$ cat src/hw/cmoc_cfg.svh
// Constants for the carrier modulator output control block
// Operation
// [RL1] Latch bit reads back; writes reach pin only when stopped and pin enabled.
// [RL2] Polarity bit 0 makes pin active low, 1 active high.
// [RL3] Enabled pin drives transmitter output when running, else latch, with polarity applied.
// [RL4] Pin is high impedance when disabled and held disabled during reset.
// [RL5] Cycle end flag sets when idle modulator is started by run enable.
// [RL6] At cycle end set flag, reload counter from mark, space from buffer.
// [RL7] Flag clears after status read followed by mark or space low byte access.
// [RL8] Re-enable before cycle end does not set flag; cycle end does.
// [RL9] Prescale code selects module clock as bus clock divided by 1, 2, 4, 8.
// [RL10] Software should not change prescale during a transmission.
// [RL11] Extended space bit enables extended space operation when one.
// [RL12] Unmodulated mode stops carrier generator and holds carrier output high.
// [RL13] Otherwise carrier toggles using carrier high and low times.
// [RL14] Unmodulated mode resets to zero; software should not write it mid-transmission.
// [RL15] Shift mode bit selects time or baseband at 0, shift keying at 1.
// [RL16] Interrupt requested while cycle end flag set and its enable is one.
// [RL17] Run enable starts all; clearing finishes cycle, stops clocks, forces output low.
// [RL18] Time mode uses primary pair; shift mode alternates primary and secondary.
`ifndef CMOC_CFG_SVH
`define CMOC_CFG_SVH

// ****************************************
// Register word indices (byte address bits 5:2)
// ****************************************
`define CMOC_ADR_OUTCTL   4'h0
`define CMOC_ADR_MODCTL   4'h1
`define CMOC_ADR_MARK_HI  4'h2
`define CMOC_ADR_MARK_LO  4'h3
`define CMOC_ADR_SPACE_HI 4'h4
`define CMOC_ADR_SPACE_LO 4'h5
`define CMOC_ADR_CAR_PH   4'h6
`define CMOC_ADR_CAR_PL   4'h7
`define CMOC_ADR_CAR_SH   4'h8
`define CMOC_ADR_CAR_SL   4'h9
`define CMOC_ADR_IRQ_ST   4'ha
`define CMOC_ADR_IRQ_MASK 4'hb

// ****************************************
// Field positions
// ****************************************
`define CMOC_OC_LATCH   7
`define CMOC_OC_POL     6
`define CMOC_OC_PINEN   5
`define CMOC_MS_CYCLE_END_FLAG    7
`define CMOC_MS_DIV_HI  6
`define CMOC_MS_DIV_LO  5
`define CMOC_MS_EXTENDED_SPACE_ENABLE   4
`define CMOC_MS_UNMODULATED_MODE_SELECT    3
`define CMOC_MS_FSK     2
`define CMOC_MS_CYCLE_END_IRQ_ENABLE   1
`define CMOC_MS_RUN     0

// ****************************************
// Reset values
// ****************************************
`define CMOC_RST_BYTE   8'h00
`define CMOC_RST_WORD   16'h0000

`endif

$ cat src/hw/cmoc_pkg.sv
// Types for the carrier modulator output control block
package cmoc_pkg;

	typedef enum logic [1:0] {
		CMOC_IDLE  = 2'b00,
		CMOC_MARK  = 2'b01,
		CMOC_SPACE = 2'b10
	} cmoc_mod_t;

	typedef struct packed {
		logic [7:0]  outctl;
		logic        latch;
		logic        pol;
		logic        pinen;
		logic        cycle_end_flag;
		logic [1:0]  div;
		logic        extended_space_enable;
		logic        unmodulated_mode_select;
		logic        fsk;
		logic        cycle_end_irq_enable;
		logic        run;
		logic        status_read;
		logic [15:0] mark_buf;
		logic [15:0] space_buf;
		logic [15:0] space_reg;
		logic [15:0] count;
		logic [7:0]  car_ph;
		logic [7:0]  car_pl;
		logic [7:0]  car_sh;
		logic [7:0]  car_sl;
		logic [7:0]  car_cnt;
		logic        car_out;
		logic        use_sec;
		logic [2:0]  pre_cnt;
		cmoc_mod_t   mod;
		logic        irq_st;
		logic        irq_mask;
		logic        ack;
		logic [31:0] rdat;
		logic        pin;
		logic        pin_oe;
		logic        irq;
	} cmoc_state_t;

endpackage

$ cat src/hw/cmoc_top.sv
// Carrier modulator output control with Wishbone register slave
`timescale 1ns/1ps
`include "cmoc_cfg.svh"

module cmoc_top
	import cmoc_pkg::*;
(
	input  wire logic        clk_i,
	input  wire logic        rst_i,
	input  wire logic        wb_cyc_i,
	input  wire logic        wb_stb_i,
	input  wire logic        wb_we_i,
	input  wire logic [5:0]  wb_adr_i,
	input  wire logic [3:0]  wb_sel_i,
	input  wire logic [31:0] wb_dat_i,
	output logic      [31:0] wb_dat_o,
	output logic             wb_ack_o,
	output logic             infrared_output_pin_o,
	output logic             infrared_output_pin_oe_o,
	output logic             irq_o
);

	cmoc_state_t s;
	cmoc_state_t next_s;

	logic        req;
	logic        wr;
	logic        rd;
	logic [3:0]  idx;
	logic        tick;
	logic        cyc_end;
	logic        car_reload;
	logic        mod_out;
	logic        tx_out;
	logic        drive;
	logic [7:0]  msc_rd;
	logic [2:0]  div_mask;

	// ****************************************
	// Bus decode
	// ****************************************
	always_comb begin
		req = wb_cyc_i && wb_stb_i && !s.ack;
		wr  = req && wb_we_i && wb_sel_i[0];
		rd  = req && !wb_we_i;
		idx = wb_adr_i[5:2];
	end

	// ****************************************
	// Prescaler and modulator timing
	// ****************************************
	always_comb begin
		case (s.div) // RL9
			2'b00:   div_mask = 3'h0;
			2'b01:   div_mask = 3'h1;
			2'b10:   div_mask = 3'h3;
			default: div_mask = 3'h7;
		endcase
		// Division takes effect at once; no shadow copy
		tick = ((s.pre_cnt & div_mask) == div_mask); // RL9
		cyc_end = tick && (s.mod != CMOC_IDLE) && (s.count == s.space_reg); // RL6
		car_reload = tick && (s.car_cnt <= 8'h01);
		// Modulator gates the carrier during mark only
		mod_out = (s.mod == CMOC_MARK) && !(s.extended_space_enable && s.count != s.space_reg) && (s.unmodulated_mode_select || s.car_out);
		tx_out  = (s.mod == CMOC_IDLE) ? 1'b0 : mod_out; // RL17
		drive   = (s.mod != CMOC_IDLE) ? tx_out : s.latch; // RL3
		msc_rd  = {s.cycle_end_flag, s.div, s.extended_space_enable, s.unmodulated_mode_select, s.fsk, s.cycle_end_irq_enable, s.run};
	end

	// ****************************************
	// Next state
	// ****************************************
	always_comb begin
		next_s = s;
		next_s.ack = req;
		next_s.pre_cnt = s.pre_cnt + 3'h1;
		next_s.outctl = {s.latch, s.pol, s.pinen, 5'h00};

		// Read data
		next_s.rdat = 32'h0000_0000;
		case (idx)
			`CMOC_ADR_OUTCTL:   next_s.rdat[7:0] = {s.latch, s.pol, s.pinen, 5'h00}; // RL1
			`CMOC_ADR_MODCTL:   next_s.rdat[7:0] = msc_rd;
			`CMOC_ADR_MARK_HI:  next_s.rdat[7:0] = s.mark_buf[15:8];
			`CMOC_ADR_MARK_LO:  next_s.rdat[7:0] = s.mark_buf[7:0];
			`CMOC_ADR_SPACE_HI: next_s.rdat[7:0] = s.space_buf[15:8];
			`CMOC_ADR_SPACE_LO: next_s.rdat[7:0] = s.space_buf[7:0];
			`CMOC_ADR_CAR_PH:   next_s.rdat[7:0] = s.car_ph;
			`CMOC_ADR_CAR_PL:   next_s.rdat[7:0] = s.car_pl;
			`CMOC_ADR_CAR_SH:   next_s.rdat[7:0] = s.car_sh;
			`CMOC_ADR_CAR_SL:   next_s.rdat[7:0] = s.car_sl;
			`CMOC_ADR_IRQ_ST:   next_s.rdat[0]   = s.irq_st;
			`CMOC_ADR_IRQ_MASK: next_s.rdat[0]   = s.irq_mask;
			default:            next_s.rdat = 32'h0000_0000;
		endcase
		if (!rd)
			next_s.rdat = s.rdat;

		// Flag clear: status read arms, low byte access completes
		if (req && (idx == `CMOC_ADR_MARK_LO || idx == `CMOC_ADR_SPACE_LO) && s.status_read) begin
			next_s.cycle_end_flag = 1'b0; // RL7
			next_s.status_read = 1'b0;
		end
		if (rd && idx == `CMOC_ADR_MODCTL && s.cycle_end_flag)
			next_s.status_read = 1'b1; // RL7

		// Register writes
		if (wr) begin
			case (idx)
				`CMOC_ADR_OUTCTL: begin
					next_s.latch = wb_dat_i[`CMOC_OC_LATCH]; // RL1
					next_s.pol   = wb_dat_i[`CMOC_OC_POL]; // RL2
					next_s.pinen = wb_dat_i[`CMOC_OC_PINEN]; // RL4
				end
				`CMOC_ADR_MODCTL: begin
					next_s.div   = wb_dat_i[`CMOC_MS_DIV_HI:`CMOC_MS_DIV_LO];
					next_s.extended_space_enable = wb_dat_i[`CMOC_MS_EXTENDED_SPACE_ENABLE]; // RL11
					next_s.unmodulated_mode_select  = wb_dat_i[`CMOC_MS_UNMODULATED_MODE_SELECT]; // RL14
					next_s.fsk   = wb_dat_i[`CMOC_MS_FSK]; // RL15
					next_s.cycle_end_irq_enable = wb_dat_i[`CMOC_MS_CYCLE_END_IRQ_ENABLE];
					next_s.run   = wb_dat_i[`CMOC_MS_RUN];
				end
				`CMOC_ADR_MARK_HI:  next_s.mark_buf[15:8]  = wb_dat_i[7:0];
				`CMOC_ADR_MARK_LO:  next_s.mark_buf[7:0]   = wb_dat_i[7:0];
				`CMOC_ADR_SPACE_HI: next_s.space_buf[15:8] = wb_dat_i[7:0];
				`CMOC_ADR_SPACE_LO: next_s.space_buf[7:0]  = wb_dat_i[7:0];
				`CMOC_ADR_CAR_PH:   next_s.car_ph = wb_dat_i[7:0];
				`CMOC_ADR_CAR_PL:   next_s.car_pl = wb_dat_i[7:0];
				`CMOC_ADR_CAR_SH:   next_s.car_sh = wb_dat_i[7:0];
				`CMOC_ADR_CAR_SL:   next_s.car_sl = wb_dat_i[7:0];
				`CMOC_ADR_IRQ_ST: begin
					if (wb_dat_i[0])
						next_s.irq_st = 1'b0;
				end
				`CMOC_ADR_IRQ_MASK: next_s.irq_mask = wb_dat_i[0];
				default: next_s.irq_mask = s.irq_mask;
			endcase
		end

		// Start from idle sets the flag; restart mid-cycle does not.
		// No edge on run needed: a run set in the cycle that ended
		// the last transmission must still start the next one.
		if (s.mod == CMOC_IDLE && next_s.run) begin
			next_s.mod     = CMOC_MARK; // RL17
			next_s.count   = s.mark_buf;
			next_s.space_reg = s.space_buf;
			next_s.car_cnt = s.car_ph;
			next_s.car_out = 1'b1;
			next_s.use_sec = 1'b0;
			next_s.cycle_end_flag    = 1'b1; // RL5
		end else if (cyc_end) begin
			next_s.cycle_end_flag = 1'b1; // RL6 RL8
			if (s.run) begin
				next_s.mod       = CMOC_MARK;
				next_s.count     = s.mark_buf; // RL6
				next_s.space_reg = s.space_buf; // RL6
				if (s.fsk)
					next_s.use_sec = !s.use_sec; // RL18
			end else begin
				next_s.mod = CMOC_IDLE; // RL17
			end
		end else if (tick && s.mod != CMOC_IDLE) begin
			next_s.count = s.count - 16'h0001;
			if (s.count == 16'h0000 || s.count <= s.space_reg)
				next_s.mod = CMOC_SPACE;
		end

		// Carrier generator
		if (s.unmodulated_mode_select) begin
			next_s.car_out = 1'b1; // RL12
		end else if (s.mod != CMOC_IDLE && tick) begin
			if (car_reload) begin
				next_s.car_out = !s.car_out; // RL13
				if (s.car_out)
					next_s.car_cnt = (s.fsk && s.use_sec) ? s.car_sl : s.car_pl; // RL18
				else
					next_s.car_cnt = (s.fsk && s.use_sec) ? s.car_sh : s.car_ph; // RL18
			end else begin
				next_s.car_cnt = s.car_cnt - 8'h01;
			end
		end

		// Set wins over clear for the sticky status
		if (next_s.cycle_end_flag && !s.cycle_end_flag)
			next_s.irq_st = 1'b1;

		// Pin drive
		next_s.pin_oe = s.pinen; // RL4
		next_s.pin    = s.pol ? drive : !drive; // RL2 RL3
		next_s.irq    = (s.cycle_end_flag && s.cycle_end_irq_enable) || (s.irq_st && s.irq_mask); // RL16
	end

	// ****************************************
	// State register
	// ****************************************
	always_ff @(posedge clk_i) begin
		if (rst_i) begin
			s <= '0; // RL4 RL14
		end else begin
			s <= next_s;
		end
	end

	assign wb_dat_o                 = s.rdat;
	assign wb_ack_o                 = s.ack;
	assign infrared_output_pin_o    = s.pin;
	assign infrared_output_pin_oe_o = s.pin_oe;
	assign irq_o                    = s.irq;

endmodule // cmoc_top
$ cat config.mk
export PLATFORM = sky130hd
export DESIGN_NAME = cmoc_top
export DESIGN_NICKNAME = d
export VERILOG_FILES = /design/src/hw/cmoc_pkg.sv /design/src/hw/cmoc_top.sv
export VERILOG_INCLUDE_DIRS = /design/src /design/src/hw
export SDC_FILE = /design/constraint.sdc
export NUM_CORES = 1
export LEC_CHECK = 0
export BUFFER_PORTS_ARGS = -buffer_cell sky130_fd_sc_hd__buf_4
export CAP_MARGIN = 15
export CORE_ASPECT_RATIO = 0.7
export CORE_MARGIN = 2
export CORE_UTILIZATION = 40
export CTS_BUF_LIST = sky130_fd_sc_hd__clkbuf_8
export CTS_CLUSTER_DIAMETER = 80
export CTS_CLUSTER_SIZE = 12
export DETAILED_ROUTE_END_ITERATION = 6
export PLACE_DENSITY = 0.57
export SKIP_CTS_REPAIR_TIMING = 1
export SLEW_MARGIN = 20
export SYNTH_ARGS = -nofsm -noshare
export SYNTH_HDL_FRONTEND = slang
export SYNTH_SLANG_ARGS = --single-unit
export TNS_END_PERCENT = 10
$ cat constraint.sdc
create_clock -name clk_i -period 2.73 [get_ports clk_i]
set_input_delay 0.4095 -clock clk_i [delete_from_list [all_inputs] [get_ports clk_i]]
set_output_delay 0.4095 -clock clk_i [all_outputs]
set_load 0.005 [all_outputs]
==> impl_metrics.json <==
{
  "htreeDepth": 4,
  "clock-sinks": 137,
  "r2r_cells": 8,
  "grt_max_degree": 63,
  "core_area_um2": 18110,
  "max_freq_mhz": 402.8,
  "cts.clk_slew.worst_paths_ns": 0.10,
  "finalSetupViolations": 0,
  "post-route-period-util_pct": 90.94,
  "drive_above_1_share_pct": 17.67,
  "num_rows": 41,
  "synth_edf_count": 0,
  "fin_setup_tns_ns": 0,
  "synth-seq-cells": 137,
  "routedWlPerCell_um": 19.31,
  "numCtsBuffers": 17,
  "slew_violations": 0,
  "cts-root-buf": "clkbuf_8",
  "tightest_slew_ns": 0.6286,
  "grt_util_all_layers_pct": 22.42,
  "dr_total_vias": 6248,
  "async_reset_ff_share_pct": 0,
  "cts_tree": "yes",
  "hold_violations": 0,
  "holdPathEnd": "s[76]",
  "viasPerCell": 5.529,
  "place_ws_ns": 0.1364,
  "firstDrtPassIters": 5,
  "wirelength_um": 21820,
  "nets": 952,
  "ys_warn_count": 0,
  "io_pins": 83,
  "synth_commonest_cells": "dfxtp_1, nand2_1, nor2_1",
  "area_growth_pct": 10.26,
  "required_ns": 3.12,
  "synth_ff_type": "dfxtp_1",
  "diodes": 0,
  "gp_congestion": 0.8646,
  "drt_iter0_drc": 625,
  "first_global_vias": 5699,
  "fillCellCount": 1791,
  "clock_skew_ns": 0.01260,
  "antenna_found_initial": 0,
  "synth_area_um2": 7430,
  "yosysUniqueCellTypes": 67,
  "peakVddDrop_mv": 0.3224,
  "hold_path_class": "input pin to flop",
  "gr-total-overflow": 0,
  "status": "complete, no violations",
  "rrSetupSlack_ns": 0.25,
  "ant_nets": 0,
  "place_hpwl_um": 15800,
  "grt_setup_unrepaired": "no",
  "leakage_nw": 3.189,
  "period_minus_slack_ns": 2.483,
  "start_util_pct": 41.03,
  "slew_headroom_pct": 58.03,
  "worstSetupStartpointType": "flop",
  "crit_arrival_ns": 2.87,
  "cp-end-kind": "flop",
  "drc": 0,
  "synth_top_area_cell": "dfxtp_1",
  "critical_path_class": "flop to flop",
  "dieArea_um2": 19700,
  "ys_seq_area_share_pct": 36.91,
  "clock_path_buffers": 2,
  "r2r-end": "s[100]",
  "grt_first_pass_wirelength_um": 33960,
  "r2r-start": "s[94]",
  "min-delay-start": "wb_dat_i[7]",
  "synth_cells": 869,
  "yosysMostFrequentCell": "dfxtp_1",
  "yosys-top-cells-area": "dfxtp_1, mux2i_1, nand2_1",
  "clock_latency_ns": 0.46,
  "portBuffers": 29,
  "cap_violations": 0,
  "die_w_um": 166.9,
  "min_path_cells": 3,
  "fin_ws_ns": 0.2472,
  "whs_ns": 0.2662,
  "synth_area_per_cell_um2": 8.550,
  "power_density_nw_per_um2": 645.2,
  "cp_max_fo": 17,
  "netlist.area_leader.share_pct": 36.91,
  "die_y_um": 118.0
}
## worst max-delay path by stage
stage                      startpoint  endpoint  cells after the start  slack [ns]
after CTS                       s[85]     s[94]                     10        0.18
after detailed placement  wb_adr_i[4]     s[94]                     12        0.14
final                           s[94]    s[100]                      8        0.25
after global placement          s[85]    s[100]                      9        0.22
after floorplan           wb_adr_i[4]     s[46]                     11        0.38
after global routing            s[94]    s[100]                      8        0.08
## cell type report
type	count	area [µm²]	area share [%]
clock buffers	17	234.0	2.856
clock inverters	15	161.4	1.970
inverters	30	112.6	1.375
multi-input cells	631	4115	50.24
flip-flops and latches	137	2743	33.48
well taps	236	295.3	3.605
repair buffers	64	530.5	6.476
## layer usage
layer | global-route usage (%) | wire (µm) | part of all wire (%) | up-vias
met4 | 6.681 | 344 | 1.6 | 0
met2 | 28.52 | 8326 | 38 | 243
li1 | - | - | - | 3026
met3 | 6.254 | 2034 | 9.3 | 23
met1 | 35.45 | 11110 | 51 | 2956
met5 | 0 | 0 | 0 | -
## cells in the final DEF (no fill, tap or decap), types with 5 or more instances in the layout
cell type,count
nand4_1,7
nor2b_1,14
o21ai_0,19
mux2i_1,54
a22o_1,13
buf_4,60
nor3_1,9
or3_1,7
mux4_2,10
a21o_1,6
nand2_2,11
inv_1,30
a21oi_1,53
ha_1,24
clkbuf_8,17
nor2_1,89
o211ai_1,9
mux2_2,15
dfxtp_1,137
a222oi_1,6
a211oi_1,10
inv_8,5
xor2_1,8
a22oi_1,8
nand2_1,126
conb_1,24
a311oi_1,6
nand3_1,17
a31oi_1,12
a21oi_2,10
## worst max-delay path: stages, from the launching register on
cell and delay (ns):
dfxtp_1 0.45, ha_1 0.28, nand4_1 0.23, nor4_1 0.08, buf_4 0.15, and2_2 0.26
a21oi_4 0.53, o311ai_0 0.25, a31oi_1 0.17
## through the flow
step	cell area (µm²)	util, %	power, mW	instances
final	8192	45.24	5.285	1130
after CTS	8190	45.23	5.279	1130
after detailed placement	7795	43.05	3.593	1098
after global routing	8192	45.24	5.556	1130
after floorplan	7516	-	3.224	892
after global placement	7795	43.05	3.598	1098
## power by group
group          leakage, nW  total [mW]  switching (mW)  internal (mW)
Clock                0.193        1.70           0.940          0.761
Sequential            1.11        2.21           0.131           2.08
Combinational         1.89        1.37           0.804          0.565
Total                 3.19        5.29            1.88           3.41
## sequential cells by signal (all words and copies together), names as in the netlist
signal                    count
s                           114
msc_rd                        8
wb_dat_o                      8
next_s                        3
infrared_output_pin_o         1
infrared_output_pin_oe_o      1
irq_o                         1
wb_ack_o                      1
## kinds of logic (layout without fill, tap and decap cells)
family	Yosys count	after routing	synth area share, %
simple gates	316	316	19.69
compound gates	176	176	16.22
xor+xnor	10	10	1.179
other cells	1	24	0.05047
buf+inv	124	126	8.875
mux	81	81	13.03
fa+ha+maj	24	24	4.042
flops	137	137	36.91
Note: power is estimated with default switching activity, not from simulation.
